$ cat config.mk
export PLATFORM = sky130hd
export DESIGN_NAME = eip_dev_flat
export DESIGN_NICKNAME = d
export VERILOG_FILES = /design/src/eip_pkg.sv /design/src/eip_if.sv /design/src/eip_dev.sv /design/src/eip_pick.sv /design/src/flat_wrapper.sv
export SDC_FILE = /design/constraint.sdc
export NUM_CORES = 1
export LEC_CHECK = 0
export ABC_AREA = 1
export BUFFER_PORTS_ARGS = -buffer_cell sky130_fd_sc_hd__buf_4
export CORE_MARGIN = 2
export CORE_UTILIZATION = 33
export CTS_CLUSTER_DIAMETER = 150
export DETAILED_ROUTE_END_ITERATION = 8
export GPL_ROUTABILITY_DRIVEN = 0
export PLACE_DENSITY = 0.61
export SETUP_SLACK_MARGIN = 0.15
export SLEW_MARGIN = 20
export SYNTH_ARGS = -nofsm -noshare
export SYNTH_HDL_FRONTEND = slang
export SYNTH_HIERARCHICAL = 1
export SYNTH_SLANG_ARGS = --single-unit
$ cat constraint.sdc
create_clock -name ref_clk -period 8.91 [get_ports ref_clk]
set_input_delay 0.891 -clock ref_clk [delete_from_list [all_inputs] [get_ports ref_clk]]
set_output_delay 0.891 -clock ref_clk [all_outputs]
set_load 0.02 [all_outputs]
$ cat src/eip_pkg.sv
// Constants shared by both ends of the external request controller.
// Assumes one 200 MHz clock for both ends.
package eip_pkg;
    // Sources and widths
    localparam int NSRC = 8;
    localparam int LVL_W = 4;
    localparam int SRC_W = 3;
    // Device register indices on the link
    localparam logic [2:0] IDX_FLAGS = 3'h0;
    localparam logic [2:0] IDX_SENSE = 3'h1;
    localparam logic [2:0] IDX_PRIO_LO = 3'h2;
    localparam logic [2:0] IDX_PRIO_HI = 3'h3;
    // Device reset values
    localparam logic [7:0] FLAGS_RST = 8'h00;
    localparam logic [15:0] SENSE_RST = 16'h0000;
    localparam logic [15:0] PRIO_RST = 16'h0000;
    localparam logic [7:0] PIN_IDLE = 8'hFF;
    // Sense codes
    localparam logic [1:0] SENSE_LOW = 2'h0;
    localparam logic [1:0] SENSE_FALL = 2'h1;
    localparam logic [1:0] SENSE_RISE = 2'h2;
    localparam logic [1:0] SENSE_RSVD = 2'h3;
    // Internal vector base, value arbitrary
    localparam logic [7:0] VEC_INT_BASE = 8'h40;
    // Core register byte offsets on AHB-Lite
    localparam logic [7:0] OFS_CTRL = 8'h00;
    localparam logic [7:0] OFS_MASK = 8'h04;
    localparam logic [7:0] OFS_ACC = 8'h08;
    localparam logic [7:0] OFS_ACC_DATA = 8'h0C;
    localparam logic [7:0] OFS_PC = 8'h10;
    localparam logic [7:0] OFS_STATUS = 8'h14;
    localparam logic [7:0] OFS_RETURN = 8'h18;
    localparam logic [3:0] OFS_STACK_HI = 4'h2;
    localparam logic [1:0] OFS_VTAB_HI = 2'h1;
    // Core register fields
    localparam int CTRL_EXTVEC_BIT = 0;
    localparam int CTRL_MRST_BIT = 1;
    localparam int ACC_IDX_LSB = 16;
    localparam int ACC_WR_BIT = 19;
    localparam int BUSY_BIT = 31;
    localparam int STAT_VEC_LSB = 4;
    localparam int STAT_SP_LSB = 12;
    // Core reset values and sizes
    localparam logic [3:0] MASK_RST = 4'hF;
    localparam int STK_DEPTH = 4;
    localparam int VTAB_DEPTH = 16;
    // Instruction decode rate
    localparam int CLK_PERIOD_NS = 5;
    localparam int DEC_PERIOD_NS = 20;
    localparam int DEC_PERIOD_CYC = (DEC_PERIOD_NS + CLK_PERIOD_NS - 1) / CLK_PERIOD_NS;
    // Core states
    typedef enum logic [3:0] {
        ST_RUN = 4'b0001,
        ST_PUSH_SR = 4'b0010,
        ST_PUSH_PC = 4'b0100,
        ST_VEC = 4'b1000
    } eip_core_state_t;
endpackage

$ cat src/eip_if.sv
// Link between the request controller and the processor core.
// Both ends run on the same clock, supplied separately.
interface eip_if;
    logic [3:0] mask_level;
    logic ack;
    logic [2:0] ack_src;
    logic man_rst;
    logic acc_valid;
    logic acc_write;
    logic [2:0] acc_idx;
    logic [15:0] acc_wdata;
    logic req;
    logic [3:0] level;
    logic [2:0] src;
    logic [7:0] vec;
    logic acc_ready;
    logic [15:0] acc_rdata;

    modport dev (
        input mask_level, ack, ack_src, man_rst, acc_valid, acc_write, acc_idx, acc_wdata,
        output req, level, src, vec, acc_ready, acc_rdata
    );
    modport core (
        output mask_level, ack, ack_src, man_rst, acc_valid, acc_write, acc_idx, acc_wdata,
        input req, level, src, vec, acc_ready, acc_rdata
    );
endinterface

$ cat src/eip_dev.sv
// Request controller end: flags, sense modes, priorities, arbitration.
// Assumes request pins synchronous to ref_clk and the core end on the link.
module eip_dev (
    input wire logic ref_clk,
    input wire logic arst_n,
    input wire logic [7:0] ext_req_n,
    eip_if.dev lnk
);
    // Priority of source i from the two priority registers
    function automatic logic [3:0] src_level(input logic [31:0] prio, input int i);
        int base;
        base = (i < 4) ? (15 - 4 * i) : (31 - 4 * (i - 4));
        return prio[base -: 4];
    endfunction

    // Two-bit sense code of source i
    function automatic logic [1:0] sense_of(input logic [15:0] sense, input int i);
        return sense[2*i +: 2];
    endfunction

    logic [7:0] pin_q;
    logic [7:0] flags_q;
    logic [7:0] flags_d;
    logic [7:0] armed_q;
    logic [7:0] armed_d;
    logic [15:0] sense_q;
    logic [15:0] prio_lo_q;
    logic [15:0] prio_hi_q;
    logic req_q;
    logic [3:0] level_q;
    logic [2:0] src_q;
    logic [7:0] vec_q;
    logic acc_ready_q;
    logic [15:0] acc_rdata_q;
    logic [31:0] prio_all;
    logic [31:0] levels;
    logic [7:0] edge_mode;
    logic [7:0] level_mode;
    logic [7:0] edge_hit;
    logic [7:0] clr_wr;
    logic [7:0] clr_ack;
    logic win_valid;
    logic [2:0] win_src;
    logic [3:0] win_level;
    logic [15:0] rd_val;

    // Access decode
    wire acc_rd = lnk.acc_valid & ~lnk.acc_write;
    wire acc_wr = lnk.acc_valid & lnk.acc_write;
    wire rd_flags = acc_rd && lnk.acc_idx == eip_pkg::IDX_FLAGS;
    wire wr_flags = acc_wr && lnk.acc_idx == eip_pkg::IDX_FLAGS;
    wire wr_sense = acc_wr && lnk.acc_idx == eip_pkg::IDX_SENSE;
    wire wr_prio_lo = acc_wr && lnk.acc_idx == eip_pkg::IDX_PRIO_LO;
    wire wr_prio_hi = acc_wr && lnk.acc_idx == eip_pkg::IDX_PRIO_HI;
    wire accept = win_valid && (win_level > lnk.mask_level);

    // Pin transitions against the previous sample
    wire [7:0] pin_fell = pin_q & ~ext_req_n;
    wire [7:0] pin_rose = ~pin_q & ext_req_n;

    assign prio_all = {prio_hi_q, prio_lo_q};

    // Per-source sense decode and edge detection
    always_comb begin
        for (int i = 0; i < 8; i++) begin
            level_mode[i] = sense_of(sense_q, i) == eip_pkg::SENSE_LOW;
            edge_mode[i] = sense_of(sense_q, i) == eip_pkg::SENSE_FALL ||
                           sense_of(sense_q, i) == eip_pkg::SENSE_RISE;
            edge_hit[i] = (sense_of(sense_q, i) == eip_pkg::SENSE_FALL && pin_fell[i]) ||
                          (sense_of(sense_q, i) == eip_pkg::SENSE_RISE && pin_rose[i]);
            levels[i*4 +: 4] = src_level(prio_all, i);
        end
    end

    // Clears: zero written to an armed flag, or acceptance by the core
    assign clr_wr = {8{wr_flags}} & ~lnk.acc_wdata[7:0] & armed_q;
    assign clr_ack = {8{lnk.ack}} & 8'(8'h01 << lnk.ack_src);

    // Next flag value per mode; reserved code holds the flag at zero
    always_comb begin
        for (int i = 0; i < 8; i++) begin
            if (level_mode[i]) begin
                flags_d[i] = ~ext_req_n[i];
            end else if (edge_mode[i]) begin
                // Set wins over either clear
                flags_d[i] = edge_hit[i] | (flags_q[i] & ~clr_wr[i] & ~clr_ack[i]);
            end else begin
                flags_d[i] = 1'b0;
            end
        end
    end

    // A flag read while one arms its clear; any clear disarms it
    assign armed_d = (armed_q | ({8{rd_flags}} & flags_q)) & ~clr_wr & ~clr_ack;

    // Read data; flag register upper byte is zero
    assign rd_val = (lnk.acc_idx == eip_pkg::IDX_FLAGS) ? {8'h00, flags_q} :
                    (lnk.acc_idx == eip_pkg::IDX_SENSE) ? sense_q :
                    (lnk.acc_idx == eip_pkg::IDX_PRIO_LO) ? prio_lo_q :
                    (lnk.acc_idx == eip_pkg::IDX_PRIO_HI) ? prio_hi_q : 16'h0000;

    eip_pick #(
        .N(8)
    ) u_pick (
        .pending(flags_q),
        .levels(levels),
        .win_valid(win_valid),
        .win_src(win_src),
        .win_level(win_level)
    );

    // Pin history for edge detection
    always_ff @(posedge ref_clk or negedge arst_n) begin
        if (!arst_n) begin
            pin_q <= eip_pkg::PIN_IDLE;
        end else begin
            pin_q <= ext_req_n;
        end
    end

    // Flags and clear arming; no standby input exists, so only reset and manual reset wipe them
    always_ff @(posedge ref_clk or negedge arst_n) begin
        if (!arst_n) begin
            flags_q <= eip_pkg::FLAGS_RST;
            armed_q <= 8'h00;
        end else if (lnk.man_rst) begin
            flags_q <= eip_pkg::FLAGS_RST;
            armed_q <= 8'h00;
        end else begin
            flags_q <= flags_d;
            armed_q <= armed_d;
        end
    end

    // Sense and priority registers
    always_ff @(posedge ref_clk or negedge arst_n) begin
        if (!arst_n) begin
            sense_q <= eip_pkg::SENSE_RST;
            prio_lo_q <= eip_pkg::PRIO_RST;
            prio_hi_q <= eip_pkg::PRIO_RST;
        end else if (lnk.man_rst) begin
            sense_q <= eip_pkg::SENSE_RST;
            prio_lo_q <= eip_pkg::PRIO_RST;
            prio_hi_q <= eip_pkg::PRIO_RST;
        end else begin
            if (wr_sense) begin
                sense_q <= lnk.acc_wdata;
            end
            if (wr_prio_lo) begin
                prio_lo_q <= lnk.acc_wdata;
            end
            if (wr_prio_hi) begin
                prio_hi_q <= lnk.acc_wdata;
            end
        end
    end

    // Access answer one cycle after the request
    always_ff @(posedge ref_clk or negedge arst_n) begin
        if (!arst_n) begin
            acc_ready_q <= 1'b0;
            acc_rdata_q <= 16'h0000;
        end else begin
            acc_ready_q <= lnk.acc_valid;
            acc_rdata_q <= acc_rd ? rd_val : 16'h0000;
        end
    end

    // Request toward the core; dropped the cycle after the core acknowledges
    always_ff @(posedge ref_clk or negedge arst_n) begin
        if (!arst_n) begin
            req_q <= 1'b0;
            level_q <= 4'h0;
            src_q <= 3'h0;
            vec_q <= 8'h00;
        end else begin
            req_q <= accept & ~lnk.ack & ~lnk.man_rst;
            level_q <= win_level;
            src_q <= win_src;
            vec_q <= 8'(eip_pkg::VEC_INT_BASE + {5'h00, win_src});
        end
    end

    assign lnk.req = req_q;
    assign lnk.level = level_q;
    assign lnk.src = src_q;
    assign lnk.vec = vec_q;
    assign lnk.acc_ready = acc_ready_q;
    assign lnk.acc_rdata = acc_rdata_q;
endmodule // eip_dev

$ cat src/eip_pick.sv
// Priority picker: highest level wins, lowest index wins ties.
// Purely combinational; inputs come from registers of the caller.
module eip_pick #(
    parameter int N = 8
) (
    input wire logic [N-1:0] pending,
    input wire logic [N*4-1:0] levels,
    output logic win_valid,
    output logic [2:0] win_src,
    output logic [3:0] win_level
);
    always_comb begin
        win_valid = 1'b0;
        win_src = 3'h0;
        win_level = 4'h0;
        for (int i = N - 1; i >= 0; i--) begin
            // Level zero never wins; equal level goes to the lower index
            if (pending[i] && levels[i*4 +: 4] != 4'h0 && levels[i*4 +: 4] >= win_level) begin
                win_valid = 1'b1;
                win_src = 3'(i);
                win_level = levels[i*4 +: 4];
            end
        end
    end
endmodule // eip_pick

$ cat src/flat_wrapper.sv
// flat-port wrapper written by rule: the top's interface ports become plain ports
module eip_dev_flat 
  (ref_clk, arst_n, ext_req_n, lnk_mask_level, lnk_ack, lnk_ack_src, lnk_man_rst, lnk_acc_valid, lnk_acc_write, lnk_acc_idx, lnk_acc_wdata, lnk_req, lnk_level, lnk_src, lnk_vec, lnk_acc_ready, lnk_acc_rdata);
  eip_if lnk_i ();
  input wire logic ref_clk;
  input wire logic arst_n;
  input wire logic [7:0] ext_req_n;
  input wire logic [$bits(lnk_i.mask_level)-1:0] lnk_mask_level;
  input wire logic [$bits(lnk_i.ack)-1:0] lnk_ack;
  input wire logic [$bits(lnk_i.ack_src)-1:0] lnk_ack_src;
  input wire logic [$bits(lnk_i.man_rst)-1:0] lnk_man_rst;
  input wire logic [$bits(lnk_i.acc_valid)-1:0] lnk_acc_valid;
  input wire logic [$bits(lnk_i.acc_write)-1:0] lnk_acc_write;
  input wire logic [$bits(lnk_i.acc_idx)-1:0] lnk_acc_idx;
  input wire logic [$bits(lnk_i.acc_wdata)-1:0] lnk_acc_wdata;
  output wire logic [$bits(lnk_i.req)-1:0] lnk_req;
  output wire logic [$bits(lnk_i.level)-1:0] lnk_level;
  output wire logic [$bits(lnk_i.src)-1:0] lnk_src;
  output wire logic [$bits(lnk_i.vec)-1:0] lnk_vec;
  output wire logic [$bits(lnk_i.acc_ready)-1:0] lnk_acc_ready;
  output wire logic [$bits(lnk_i.acc_rdata)-1:0] lnk_acc_rdata;
  assign lnk_i.mask_level = lnk_mask_level;
  assign lnk_i.ack = lnk_ack;
  assign lnk_i.ack_src = lnk_ack_src;
  assign lnk_i.man_rst = lnk_man_rst;
  assign lnk_i.acc_valid = lnk_acc_valid;
  assign lnk_i.acc_write = lnk_acc_write;
  assign lnk_i.acc_idx = lnk_acc_idx;
  assign lnk_i.acc_wdata = lnk_acc_wdata;
  assign lnk_req = lnk_i.req;
  assign lnk_level = lnk_i.level;
  assign lnk_src = lnk_i.src;
  assign lnk_vec = lnk_i.vec;
  assign lnk_acc_ready = lnk_i.acc_ready;
  assign lnk_acc_rdata = lnk_i.acc_rdata;
  eip_dev u_core (.ref_clk(ref_clk), .arst_n(arst_n), .ext_req_n(ext_req_n), .lnk(lnk_i));
endmodule
==> flow_summary.json <==
{
  "async_flop_share": 1.00,
  "place_inst": 1140,
  "area_growth_syn_to_layout_pct": 26.6,
  "critical_path_required_ns": 9.15,
  "post_layout_nonfiller_instances": 1167,
  "antenna_found_initial": 1,
  "fp.dieArea_um2": 20100,
  "vdd.ir_drop.worst_mv": 0.109,
  "ys_seq_elements": 98,
  "setup_failing_eps_final": 0,
  "setup_tns_ns": 0,
  "leakagePower_nw": 4.10,
  "cts_sinks": 98,
  "arrival_ns": 8.98,
  "synth_cells": 817,
  "worstReg2RegEnd": "u_core/lnk.req",
  "rsz0062_at_grt": "yes",
  "clock_latency_ns": 0.35,
  "crit_slowest_cell": "dfrtp_1",
  "min-delay-path-class": "primary input to async pin",
  "portBuffers": 68,
  "cts_tree": "yes",
  "post_synth_num_cell_types": 37,
  "design.core.area_um2": 18600,
  "synth.yosys.seq_area_share": 0.394,
  "layout-drive-gt1-share": 0.261,
  "final_worst_setup_slack_ns": 0.175,
  "final_wirelength_mm": 17.1,
  "fin_crit_ns": 8.73,
  "post_placement_worst_setup_slack_ns": -0.268,
  "clk_transition_reported_paths_ns": 0.07,
  "timing.max_slew.rel_slack": 0.272,
  "worst_path_largest_cell_delay_ns": 0.38,
  "timing.reg2reg.worst_path_depth": 80,
  "start_kind": "register",
  "ios": 73,
  "tightestPinTransition_ns": 1.09,
  "cellPowerDensity_nw_per_um2": 185,
  "cts.hold.buffers_added": 0,
  "placedInstanceArea_um2": 7240,
  "grt_first_pass_wirelength_mm": 27.6,
  "synth_mux_area_frac": 0,
  "global_route.usage.total": 0.176,
  "clock.fmax_ghz": 0.114,
  "filler_cell_count": 1890,
  "wl_per_cell_um": 14.7,
  "final_area_um2": 7920,
  "synthXorXnorAreaFrac": 0,
  "first_global_vias": 5370,
  "route.vias.total": 5561,
  "drt-vias-per-instance": 4.77,
  "floorplan.initialDensity": 0.336,
  "netlist_top_cells_area": "dfrtp_1 (36%), nand2_1 (10%), ha_1 (10%), inv_1 (9.3%), o21ai_0 (8.6%)",
  "critical_path.max_fanout": 7,
  "design.final.nets": 1020,
  "clockRootBuffer": "clkbuf_16",
  "detail_route.first_pass.iterations": 7,
  "timing.final.max_slew_violations": 0,
  "post_synth_fa_ha_maj_area_fraction": 0.104,
  "combinational_family_with_the_most_area_after_synthesis": "simple AND/OR/NAND/NOR gates",
  "worst-r2r-setup-slack_ns": 0.18,
  "synth_compound_gate_area_share": 0.148,
  "detailedRoute.firstIterationViolations": 387,
  "critical_path_class": "register to register",
  "post-route-period-util": 0.980,
  "h-tree-depth": 3,
  "finalClockSkew_ns": 0.00858,
  "synthDominantCellAreaShare": 0.360,
  "hpwlAfterDp_mm": 12.9,
  "synth_simple_gate_area_share": 0.232,
  "ant_nets": 0,
  "critical_path_s_most_frequent_cell": "nand2_2",
  "run_status": "completed",
  "die_h_um": 142,
  "regArea_um2": 2460,
  "drc": 0,
  "number_of_synthesized_flops_with_an_enable_pin": 0,
  "end_kind": "register",
  "r2r_start": "u_core/prio_hi_q[3]",
  "synth.cell_area_um2": 6260,
  "num_rows": 50,
  "cts-root-to-sink-buffers": 2,
  "tritoncts.num_buffers": 9,
  "worst_hold_slack_ns": 0.541,
  "max-cap-violations": 0,
  "grt_max_degree": 57,
  "die_w_um": 142,
  "multiInputGateArea_um2": 3340,
  "globalRoute.totalOverflow": 0,
  "primary_flip_flop_cell_chosen_by_synthesis_mapping": "dfrtp_1",
  "post_synth.cell_area_avg_um2": 7.66,
  "timing.final.hold_violations": 0,
  "synth_top_area_cell": "dfrtp_1",
  "yosysWarningCount": 6
}
-- worst max path at each step --
stage | from | end | slack (ns) | depth (start not counted)
finish | u_core/prio_hi_q[3] | u_core/lnk.req | 0.18 | 80
global route | u_core/prio_hi_q[1] | u_core/lnk.req | -0.60 | 80
CTS | u_core/prio_hi_q[0] | u_core/lnk.req | 0.16 | 78
detailed placement | u_core/prio_hi_q[3] | u_core/lnk.req | -0.27 | 78
global placement | u_core/prio_hi_q[3] | u_core/lnk.req | -0.03 | 79
floorplan | u_core/prio_hi_q[3] | u_core/lnk.req | 0.16 | 77
-- cells in the mapped netlist, types with 2 or more instances --
master      n
a21boi_0    2
a21oi_1    20
a31oi_1     9
and2_1      4
buf_2       8
buf_4      12
buf_6       2
clkbuf_1    3
conb_1      2
dfrtp_1    90
dfstp_2     8
ha_1       52
inv_1     155
inv_2       3
nand2_1   175
nand2_2    11
nand2_4    12
nand3_1    20
nand3_2     6
nand4_1    11
nor2_1     64
nor3_1      8
o21a_1      4
o21ai_0   107
o21ai_1     5
o21ai_2     3
o22ai_1     8
o41a_2      4
-- registers in the layout, indices dropped and copies added, names as in the netlist --
register / flops
u_core/armed_q: 8
u_core/flags_q: 8
u_core/lnk.acc_rdata: 16
u_core/lnk.acc_ready: 1
u_core/lnk.level: 4
u_core/lnk.req: 1
u_core/lnk.src: 2
u_core/lnk.vec: 2
u_core/pin_q: 8
u_core/prio_hi_q: 16
u_core/prio_lo_q: 16
u_core/sense_q: 16
-- stage by stage --
step	power (mW)	util
global placement	0.986	0.388
floorplan	0.818	-
detailed placement	0.991	0.388
finish	1.47	0.425
CTS	1.40	0.406
global route	1.56	0.425
-- per-layer routing --
layer | GRT usage | vias up | share of wire
met5 | 0 | - | 0
met4 | 0.0621 | 0 | 0.017
met3 | 0.0273 | 18 | 0.046
met2 | 0.274 | 139 | 0.46
met1 | 0.249 | 2609 | 0.48
li1 | - | 2795 | -
-- kinds of logic (layout without fill, tap and decap cells) --
kind of cell	after synthesis	after routing
AOI/OAI and AO/OA	165	165
adders and majority gates	52	52
buffers and inverters	184	296
DFF	98	98
other	2	6
and+or+nand+nor	316	316
-- worst max-delay path, delay by kind of cell (launching register included) --
kind                       cells  cell delay, ns
and+or+nand+nor               37            2.89
AOI/OAI and AO/OA             22            2.62
adders and majority gates      8            1.81
buffers and inverters         13            0.94
DFF                            1            0.38
-- repair_timing --
action	in CTS	in global routing
buffers inserted	0	11
endpoints found under the setup margin	2	8
resized for setup	25	59
pin swaps	8	51
-- cell type report --
class	count	share of cell area
Multi-Input combinational cell	538	0.421
Sequential cell	98	0.311
Timing Repair Buffer	122	0.118
Inverter	159	0.0760
Tap cell	234	0.0370
Clock buffer	10	0.0302
Clock inverter	5	0.00679
Antenna cell	1	0.000316
-- where the power goes --
| group | leakage, nW | switching (mW) | internal [mW] |
|---|---|---|---|
| logic | 2.68 | 0.304 | 0.249 |
| clock network | 0.148 | 0.172 | 0.223 |
| registers | 1.27 | 0.0313 | 0.486 |
-- placed cells by master, fill, tap and decap left out, types with 7 or more instances in the layout --
| master | n |
|---|---|
| buf_4 | 117 |
| nor3_1 | 8 |
| inv_1 | 150 |
| o22ai_1 | 8 |
| nand3_1 | 18 |
| nand2_4 | 14 |
| o21ai_0 | 88 |
| nand4_1 | 11 |
| o21ai_1 | 16 |
| ha_4 | 10 |
| nor2_1 | 64 |
| a31oi_1 | 8 |
| clkbuf_16 | 9 |
| dfrtp_1 | 90 |
| nand3_2 | 8 |
| nand2_1 | 157 |
| dfstp_2 | 8 |
| o21ai_2 | 8 |
| a21oi_1 | 18 |
| inv_2 | 7 |
| ha_1 | 42 |
| nand2_2 | 27 |
(Power assumes the default switching activity.)
